File: config.mk
export PLATFORM = sky130hd
export DESIGN_NAME = lps_pin_select
export DESIGN_NICKNAME = d
export VERILOG_FILES = /design/src/hw/lps_pkg.sv /design/src/hw/lps_pin_select.sv
export VERILOG_INCLUDE_DIRS = /design/src /design/src/hw
export SDC_FILE = /design/constraint.sdc
export NUM_CORES = 1
export LEC_CHECK = 0
export BUFFER_PORTS_ARGS = -buffer_cell sky130_fd_sc_hd__buf_2
export CORE_MARGIN = 8
export CORE_UTILIZATION = 48
export CTS_CLUSTER_SIZE = 8
export DETAILED_ROUTE_END_ITERATION = 6
export MAX_ROUTING_LAYER = met4
export PLACE_DENSITY_LB_ADDON = 0.15
export SYNTH_ARGS = -nofsm -noshare
export SYNTH_HDL_FRONTEND = slang
export SYNTH_SLANG_ARGS = --single-unit
File: constraint.sdc
create_clock -name clock -period 3.95 [get_ports clock]
set_clock_uncertainty 0.15 [all_clocks]
set_input_delay 0 -clock clock [delete_from_list [all_inputs] [get_ports clock]]
set_output_delay 0 -clock clock [all_outputs]
set_load 0.005 [all_outputs]
File: src/hw/lps_defs.svh
// Register offset, field positions, reset value and table sizes for the LCD pin select block.
`ifndef LPS_DEFS_SVH
`define LPS_DEFS_SVH
`define LPS_CTRL_ADDR      8'hC0
`define LPS_CTRL_RESET     8'h00
`define LPS_DUTY_MSB       7
`define LPS_DUTY_LSB       6
`define LPS_CMX_BIT        5
`define LPS_SGX_BIT        4
`define LPS_SGS_MSB        3
`define LPS_SGS_LSB        0
`define LPS_GROUPS         10
`define LPS_PINS           40
`endif

File: src/hw/lps_pkg.sv
// Types shared by the LCD pin select block.
package lps_pkg;
    typedef enum logic [1:0] {
        LPS_DUTY_STATIC  = 2'h0,
        LPS_DUTY_HALF    = 2'h1,
        LPS_DUTY_THIRD   = 2'h2,
        LPS_DUTY_QUARTER = 2'h3
    } lps_duty_e;
endpackage

File: src/hw/lps_pin_select.sv
// LCD pin function control register and the pin function decode that it drives.
//
// Overview of operation
// Byte register at H'C0, all bits read/write, cleared to zero on reset.
// Bits: duty[7:6], common mux[5], expansion[4], segment group select[3:0].
// Expansion and select all zero: all forty pins are port pins.
// Select n from 1 to 7 lights n+1 groups, filled from the top down.
// Select top bit set ignores middle bits; bit 0 picks nine or ten groups.
// Expansion bit set: pins 40-37 carry expansion signals, rest follow select.
// Duty selects static, 1/2, 1/3, 1/4; mux picks port or repeated commons.
// Unassigned pins stay ports; new settings act on the next clock after write.
`include "lps_defs.svh"

module lps_pin_select
    import lps_pkg::*;
(
    input  wire logic        clock,
    input  wire logic        rst,
    input  wire logic [7:0]  addr,
    input  wire logic [7:0]  wrData,
    input  wire logic        wrStrobe,
    input  wire logic        rdStrobe,
    output logic      [7:0]  rdData,
    output logic      [39:0] segmentOutputPin,
    output logic      [3:0]  expansionPin,
    output logic      [3:0]  commonActive,
    output logic      [3:0]  commonPort,
    output logic             common4NonSelect,
    output lps_duty_e        dutyMode
);

    // ****************************************************************
    // Register access
    // ****************************************************************
    // The slave never stalls the master: a write lands at the strobe's edge.
    // Reads are registered so that rdData comes straight from a flip-flop.
    // The price is one cycle of read latency, which the bus contract allows.
    // Only one address is decoded; the rest of the byte space is left unused.
    logic [7:0] ctrl_q;
    wire        hitCtrl = (addr == `LPS_CTRL_ADDR);
    wire        wrCtrl  = wrStrobe && hitCtrl;
    // Unmapped addresses read as zero so software sees a defined value.
    wire  [7:0] rdNext  = hitCtrl ? ctrl_q : 8'h00;

    // Control register; every bit is plain read/write.
    always_ff @(posedge clock or posedge rst) begin
        if (rst) begin
            ctrl_q <= `LPS_CTRL_RESET;
        end else if (wrCtrl) begin
            ctrl_q <= wrData;
        end
    end

    // Read data stands in the cycle after the strobe and only there.
    always_ff @(posedge clock or posedge rst) begin
        if (rst) begin
            rdData <= 8'h00;
        end else begin
            rdData <= rdStrobe ? rdNext : 8'h00;
        end
    end

    // ****************************************************************
    // Pin function decode
    // ****************************************************************
    // The decode is purely combinational from the stored register.
    // Every pin function is then registered once, so a write reaches the pins
    // one clock after it lands, the same for every field.
    // Pins that are not segment or expansion stay with the ordinary port logic.
    wire [1:0] dutySel    = ctrl_q[`LPS_DUTY_MSB:`LPS_DUTY_LSB];
    wire       commonRep  = ctrl_q[`LPS_CMX_BIT];
    wire       expSel     = ctrl_q[`LPS_SGX_BIT];
    wire [3:0] groupSel   = ctrl_q[`LPS_SGS_MSB:`LPS_SGS_LSB];
    // Group count per select value. Any nonzero value below 8 lights one group more
    // than its value, so the lowest step already covers the top two groups; with the
    // top bit set the middle bits do not matter and bit 0 picks nine or ten groups.
    // The expansion bit does not shift the count: it only takes the top group away.
    wire [3:0] groupInc   = groupSel + 4'h1;
    wire [3:0] groupLow   = (groupSel == 4'h0) ? 4'h0 : groupInc;
    wire [3:0] groupHigh  = groupSel[0] ? 4'hA : 4'h9;
    wire [3:0] groupCount = groupSel[3] ? groupHigh : groupLow;

    // Group g (0 = pins 4..1, 9 = pins 40..37) is segment when it ranks in the top count.
    logic [9:0] segGroup;
    always_comb begin
        for (int g = 0; g < `LPS_GROUPS; g++) begin
            segGroup[g] = (4'(`LPS_GROUPS - g) <= groupCount);
        end
    end

    // Pin p belongs to group p/4; the expansion bit masks the top four pins.
    // Masking here rather than in the count keeps the two fields independent.
    logic [39:0] segPinNext;
    always_comb begin
        for (int p = 0; p < `LPS_PINS; p++) begin
            segPinNext[p] = segGroup[p / 4] && !(expSel && (p >= 36));
        end
    end
    wire [3:0] expPinNext = expSel ? 4'hF : 4'h0;

    // Commons in use and those left as ports, per duty and mux setting.
    wire [3:0] comUsed = (dutySel == 2'h0) ? 4'h1 : (dutySel == 2'h1) ? 4'h3 :
                         (dutySel == 2'h2) ? 4'h7 : 4'hF;
    wire [3:0] comActNext  = commonRep ? 4'hF : comUsed;
    wire       nonSelNext  = commonRep && (dutySel == 2'h2);

    // Outputs are registered; a write shows on the pins one clock later.
    // Reset values match a cleared register: static duty, one common driving,
    // the other three commons free as ports and every shared pin a port.
    // Registering costs a cycle but keeps decode glitches off the pads.
    always_ff @(posedge clock or posedge rst) begin
        if (rst) begin
            segmentOutputPin <= 40'h00_0000_0000;
            expansionPin     <= 4'h0;
            commonActive     <= 4'h1;
            commonPort       <= 4'hE;
            common4NonSelect <= 1'b0;
            dutyMode         <= LPS_DUTY_STATIC;
        end else begin
            segmentOutputPin <= segPinNext;
            expansionPin     <= expPinNext;
            commonActive     <= comActNext;
            commonPort       <= ~comActNext;
            common4NonSelect <= nonSelNext;
            dutyMode         <= lps_duty_e'(dutySel);
        end
    end

    // ****************************************************************
    // Checks
    // ****************************************************************
    // Each check looks one clock after its cause, two clocks after the write for a_write_effect, matching the output registers.
    // They watch only what this block drives.
    a_write_lands: assert property (@(posedge clock) disable iff (rst)
        wrCtrl |=> ctrl_q == $past(wrData)) else $error("Control write not stored.");
    a_read_back: assert property (@(posedge clock) disable iff (rst)
        rdStrobe && hitCtrl |=> rdData == $past(ctrl_q)) else $error("Read data wrong.");
    a_all_port: assert property (@(posedge clock) disable iff (rst)
        (ctrl_q[4:0] == 5'h00) |=> segmentOutputPin == 40'h0) else $error("Pins not ports.");
    a_top_group: assert property (@(posedge clock) disable iff (rst)
        (groupSel == 4'h1 && !expSel) |=> segmentOutputPin == 40'hFF_0000_0000)
        else $error("Top two groups not segment.");
    a_nine_groups: assert property (@(posedge clock) disable iff (rst)
        (groupSel[3] && !groupSel[0] && !expSel) |=> segmentOutputPin == 40'hFF_FFFF_FFF0)
        else $error("Nine groups wrong.");
    a_exp_pins: assert property (@(posedge clock) disable iff (rst)
        expSel |=> expansionPin == 4'hF && segmentOutputPin[39:36] == 4'h0)
        else $error("Expansion pins wrong.");
    a_third_nonsel: assert property (@(posedge clock) disable iff (rst)
        (dutySel == 2'h2 && commonRep) |=> common4NonSelect && commonPort == 4'h0)
        else $error("Non-select common wrong.");
    a_write_effect: assert property (@(posedge clock) disable iff (rst)
        wrCtrl ##1 !wrCtrl |=> expansionPin[0] == $past(wrData[4], 2))
        else $error("Write not effective next clock.");

    // ****************************************************************
    // Further checks
    // ****************************************************************
    // Read data is zero in every cycle not following a read strobe.
    a_read_idle: assert property (@(posedge clock) disable iff (rst)
        !rdStrobe |=> rdData == 8'h00)
        else $error("Read data not zero when idle.");
    // Reads of unmapped addresses return zero.
    a_read_unmapped: assert property (@(posedge clock) disable iff (rst)
        (rdStrobe && !hitCtrl) |=> rdData == 8'h00)
        else $error("Unmapped read not zero.");
    // Writes to other addresses leave the register alone.
    a_write_refused: assert property (@(posedge clock) disable iff (rst)
        (wrStrobe && !hitCtrl) |=> $stable(ctrl_q))
        else $error("Unmapped write changed register.");
    // The duty field reaches the duty output one clock after the write.
    a_duty_field: assert property (@(posedge clock) disable iff (rst)
        wrCtrl ##1 !wrCtrl |=> dutyMode == lps_duty_e'($past(wrData[7:6], 2)))
        else $error("Duty field not applied.");
    // A middle select value lights one group more than its value.
    a_six_groups: assert property (@(posedge clock) disable iff (rst)
        (groupSel == 4'h5 && !expSel) |=> segmentOutputPin == 40'hFF_FFFF_0000)
        else $error("Six groups wrong.");
    // The last step below the top bit lights eight groups.
    a_eight_groups: assert property (@(posedge clock) disable iff (rst)
        (groupSel == 4'h7 && !expSel) |=> segmentOutputPin == 40'hFF_FFFF_FF00)
        else $error("Eight groups wrong.");
    // Top bit and bit 0 set make every group a segment group.
    a_ten_groups: assert property (@(posedge clock) disable iff (rst)
        (groupSel[3] && groupSel[0] && !expSel) |=> segmentOutputPin == 40'hFF_FFFF_FFFF)
        else $error("Ten groups wrong.");
    // Expansion clear keeps the expansion outputs low.
    a_exp_off: assert property (@(posedge clock) disable iff (rst)
        !expSel |=> expansionPin == 4'h0)
        else $error("Expansion pins set without expansion.");
    // With expansion, the lowest select step leaves one segment group below it.
    a_exp_one: assert property (@(posedge clock) disable iff (rst)
        (expSel && groupSel == 4'h1) |=> segmentOutputPin == 40'h0F_0000_0000)
        else $error("Expansion with one group wrong.");
    // With expansion and all groups selected, the nine lower groups are segments.
    a_exp_rest: assert property (@(posedge clock) disable iff (rst)
        (expSel && groupSel[3] && groupSel[0]) |=> segmentOutputPin == 40'h0F_FFFF_FFFF)
        else $error("Expansion with all groups wrong.");
    // With expansion and nine groups, the lowest group stays a port.
    a_exp_nine: assert property (@(posedge clock) disable iff (rst)
        (expSel && groupSel[3] && !groupSel[0]) |=> segmentOutputPin == 40'h0F_FFFF_FFF0)
        else $error("Expansion with nine groups wrong.");
    // Static duty without repeat drives one common and frees three.
    a_static_com: assert property (@(posedge clock) disable iff (rst)
        (dutySel == 2'h0 && !commonRep) |=> commonActive == 4'h1 && commonPort == 4'hE)
        else $error("Static commons wrong.");
    // Half duty without repeat drives two commons.
    a_half_com: assert property (@(posedge clock) disable iff (rst)
        (dutySel == 2'h1 && !commonRep) |=> commonActive == 4'h3 && commonPort == 4'hC)
        else $error("Half duty commons wrong.");
    // Repeat mode drives all four commons.
    a_mux_repeat: assert property (@(posedge clock) disable iff (rst)
        commonRep |=> commonActive == 4'hF && commonPort == 4'h0)
        else $error("Repeated commons wrong.");
    // Quarter duty never shows the non-select waveform.
    a_quarter_sel: assert property (@(posedge clock) disable iff (rst)
        (dutySel == 2'h3) |=> !common4NonSelect)
        else $error("Quarter duty non-select set.");

endmodule // lps_pin_select

; ---- Yosys cells after proc, flatten, opt, wreduce, memory -nomap -nowiden
; Index checks and enable logic that the tools add are counted.
; Widths: inputs -> output; s select.
[classes]
add_sub_neg = 1
order_cmp = 10
n_eq_ne = 3
mux = 10
n_bitwise = 1
n_reduce_logical = 6
[op_table]
columns = cell, count
row1 = $mux 4, 7
row2 = $le 3x4->1 const A, 4
row3 = $mux 8, 2
row4 = $le 4x4->1 const A, 3
row5 = $eq 8x8->1 const B, 1
row6 = $le 2x4->1 const A, 2
row7 = $add 4x1->4 const B, 1
row8 = $le 1x4->1 const A, 1
row9 = $logic_not 4->1, 1
row10 = $not 4->4, 1
row11 = $logic_and 1x1->1, 3
row12 = $eq 2x1->1 const B, 1
row13 = $eq 2x2->1 const B, 1
row14 = $logic_not 2->1, 1
row15 = $mux 2, 1
row16 = $logic_not 1->1, 1
[word_totals]
reg_bits = 68
inputBits = 20
output_inout_bits = 63

; ---- Depth between registers and ports, before layout
[logic_depth]
depth_word = 6
mapped_depth = 5
depth_no_buf = 5

; ---- Worst setup path before layout
; OpenSTA, ideal clock, no wires.
[synth_path]
path_type = flip-flop to flip-flop
from = register ctrl_q[0]
to = register segmentOutputPin[31]
arrival_time_ns = 1.254
required_ns = 3.658
setup_slack_ns = 2.404
stages_incl_launch_ff = 5
synth_period_minus_slack_ns = 1.546
cell_sequence = dfrtp_1 > ha_1 > a21bo_2 > a211oi_2 > o21ai_0
[synth_via]
elab_chain_len = 4
elab_cells_between_ends = 6
cone_classes = add/sub: 1 / order compare: 1 / mux: 3 / reduce/logical: 1
[synth_lines]
columns = element, line_no
row1 = from (decl), lps_pin_select.sv:39  ; logic [7:0] ctrl_q;
row2 = from (signal assigned), lps_pin_select.sv:48  ; ctrl_q <= `LPS_CTRL_RESET;
row3 = from (signal assigned), lps_pin_select.sv:50  ; ctrl_q <= wrData;
row4 = $add 4x1->4 / $logic_not 4->1 (equally long branches), "lps_pin_select.sv:78, lps_pin_select.sv:79"
row5 = $mux 4, lps_pin_select.sv:79  ; wire [3:0] groupLow = (groupSel == 4'h0) ? 4'h0 : groupInc;
row6 = $mux 4 *, lps_pin_select.sv:81  ; wire [3:0] groupCount = groupSel[3] ? groupHigh : groupLow;
row7 = $le 2x4->1 *, lps_pin_select.sv:87  ; segGroup[g] = (4'(`LPS_GROUPS - g) <= groupCount);
row8 = net segGroup[7], lps_pin_select.sv:84  ; logic [9:0] segGroup;
row9 = to (signal assigned), lps_pin_select.sv:120  ; segmentOutputPin <= segPinNext;
row10 = to (decl), lps_pin_select.sv:24  ; output logic [39:0] segmentOutputPin,
; The timed path passes the listed nets; every way through them passes the cells marked *.
; A chain may end at the register's enable or synchronous reset.

; ---- Final worst setup path
[layout_path]
from = register ctrl_q[0]
to = register segmentOutputPin[15]
[layout_via]
elab_chain_len = 4
elab_cells_between_ends = 6
cone_classes = add/sub: 1 / order compare: 1 / mux: 3 / reduce/logical: 1
[layout_lines]
columns = element, line_no
row1 = $add 4x1->4 / $logic_not 4->1 (equally long branches), "lps_pin_select.sv:78, lps_pin_select.sv:79"
row2 = $mux 4, lps_pin_select.sv:79
row3 = $mux 4 *, lps_pin_select.sv:81
row4 = $le 3x4->1 *, lps_pin_select.sv:87
row5 = net segGroup[3], lps_pin_select.sv:84
; Marked as above.

==> impl_metrics.yaml <==
power_and_ir_drop:
  p_leak_nw: 1.22
  ir_drop_mv: 0.154
  p_total_mw: 0.711
  power_density_nw_per_um2: 351
timing:
  max_freq_ghz: 0.554
  fin_tns_setup_ns: 0
  period_share: 0.457
  grt_setup_unrepaired: "no"
  final_max_slew_viol_count: 0
  setup_violations: 0
  hold_viol: 0
  min_period_ns: 1.80
die:
  die_height_um: 73.4
  dieWidth_um: 73.4
  num_io_pins: 83
  start_util: 0.486
  core_area_sq_um: 3260
  rows: 21
  dieArea_sq_um: 5390
routing:
  dr.first_iter.drc_count: 30
  postRouteAntennaNets: 0
  drc: 0
  vias: 1084
  routed_wl_um: 3290
  avgViaCountPerCell: 4.41
  wire_per_inst_um: 13.4
  first_pass_iters: 4
layout:
  final_common_cell: "buf_2"
  nNetsFinal: 221
  mostFrequentLayoutCells: "80 x buf_2, 33 x dfrtp_1, 18 x dlygate4sd3_1, 10 x inv_1"
  final_layout_size_suffix_gt1_frac: 0.535
  final_cell_count_no_fill: 246
  antenna_cells: 0
  area_growth_pct: 27.8
  finish.instance_area_sq_um: 2020
global_routing:
  grt_start_max_net_pins: 37
  antenna_found_initial: 0
  grt_pass1_vias: 1153
  track_usage: 0.125
  overflow: 0
  grt_pass1_wl_um: 5060
worst_setup_path:
  r2r.worst_path.cells: 5
  end_kind: "flop"
  path_cells: "inv_1, ha_1, nor3b_1, a21oi_1, o41ai_1"
  cp.required_ns: 4.02
  worst-r2r-setup-slack_ns: 2.15
  crit_slowest_cell: "dfrtp_1"
  worst_path_largest_cell_delay_ns: 0.50
  path_class: "flop to flop"
  cp.arrival_ns: 1.88
  cp_max_fo: 9
  worstReg2RegEnd: "segmentOutputPin[15]"
  r2r_start: "ctrl_q[0]"
  crit_path_start_kind: "flop"
logic_synthesis:
  yosysWarnings: 0
  synth_area_per_cell_sq_um: 12.3
  synth_top_area_frac: 0.522
  synth_nets: 151
  yosysTopAreaCell: "dfrtp_1"
  synth.area.top_cells: "dfrtp_1 52%, buf_4 17%, mux2_2 5.7%"
  synth.cell_area_sq_um: 1580
  yosysSeqAreaShare: 0.572
  synth_cell_types: 28
  ys_ff_latch: 36
  synth_cells: 129
outcome:
  status: "complete, no violations"
worst_hold_path:
  hold_depth: 4
  worstHoldStart: "addr[3]"
  hold_path.class: "input pin to flop"
  hold_end: "rdData[2]"
placed_design:
  port_buffers: 80
  dp_cells: 220
  place_area_sq_um: 1780
  gp_congestion: 0.721
  place_hpwl_um: 2400
clocking:
  h-tree-depth: 2
  cts_made_buffers: 5
  clockRootBuffer: "clkbuf_4"
  cts_tree: "yes"
  clock_path_buffers: 2
  postCtsSetupRepairBufs: 0
  clk_pin_slew_ns: 0.11
  worstSkewPairLatency_ns: 0.33
  clock-sinks: 36
job:
  maxCapViolations: 0
cells by family after synthesis:
group | share of synthesized area
buffers and inverters | 0.192
DFF | 0.572
and+or+nand+nor | 0.101
AOI/OAI and AO/OA | 0.0577
muxes | 0.0569
adders and majority gates | 0.0158
other | 0.00474
critical path: cells and delay by family (launching register included):
| family | cells | cell delay [ns] |
|---|---|---|
| DFF | 1 | 0.50 |
| adders and majority gates | 1 | 0.23 |
| AOI/OAI and AO/OA | 2 | 0.36 |
| and+or+nand+nor | 1 | 0.33 |
| buffers and inverters | 1 | 0.13 |
synthesized netlist by cell type (all sizes together):
master,n
nor3b,1
dfstp,3
and4bb,1
o21ai,2
nand2,4
clkbuf,1
nor4,1
conb,2
nand2b,2
ha,2
a211oi,1
a21bo,1
buf,35
o41ai,1
and3,1
o31ai,1
a31oi,1
nor2,1
or2,1
nand3,1
dfrtp,33
and2,8
mux2,8
o2111ai,1
or3,1
a21o,1
a21oi,4
inv,10
worst max path at each step:
stage                           endpoint  slack (ns)  cells past startpoint       from
floorplan           segmentOutputPin[31]        2.40                      4  ctrl_q[0]
global placement    segmentOutputPin[31]        2.32                      4  ctrl_q[0]
detailed placement  segmentOutputPin[15]        2.21                      5  ctrl_q[0]
CTS                 segmentOutputPin[15]        2.18                      5  ctrl_q[0]
global route        segmentOutputPin[15]        2.06                      5  ctrl_q[0]
finish              segmentOutputPin[15]        2.15                      5  ctrl_q[0]
power by group:
group          switching [mW]  total [mW]  internal [mW]
clock                   0.113       0.198         0.0846
sequential             0.0152       0.405          0.390
combinational          0.0493       0.108         0.0586
total                   0.178       0.711          0.533
final cells by class:
class                      instances  area, sq um
sequential                        36          905
clock buffer                       6         51.3
tap                               46         57.6
clock inverter                     2         10.0
fill                             289         1230
inverter                          10         37.5
multi-input combinational         47          374
timing repair buffer              99          588
per-layer routing:
| layer | GRT usage | up-vias | share of wire | wire [um] |
|---|---|---|---|---|
| li1 | - | 519 | - | - |
| met1 | 0.128 | 498 | 0.40 | 1300 |
| met2 | 0.207 | 62 | 0.45 | 1490 |
| met3 | 0.0477 | 5 | 0.14 | 450 |
| met4 | 0.0599 | 0 | 0.013 | 44 |
| met5 | - | - | 0 | 0 |
state kept, by name, summed over array words and instances, names as in the netlist:
register	count
common4NonSelect	1
dutyMode	2
expansionPin	1
segmentOutputPin	10
rdData	8
ctrl_q	8
commonActive	3
commonPort	3
repair_timing:
| action | 4_1_cts | 5_1_grt |
|---|---|---|
| hold buffers | 18 | 0 |
| endpoints found under the hold margin | 48 | 0 |
| endpoints found under the setup margin | 0 | 0 |
| gates resized for setup | 0 | 0 |
through the flow:
| stage | util | hold WS [ns] | setup WS [ns] |
|---|---|---|---|
| 2_1_floorplan | - | 0.000449 | 2.40 |
| 3_3_place_gp | 0.547 | -0.0403 | 2.32 |
| 3_5_place_dp | 0.547 | -0.0332 | 2.21 |
| 4_1_cts | 0.621 | 0.103 | 2.18 |
| 5_1_grt | 0.621 | 0.114 | 2.06 |
| 6_report | 0.621 | 0.0995 | 2.15 |
No activity file was read; power rests on OpenSTA's default activity.
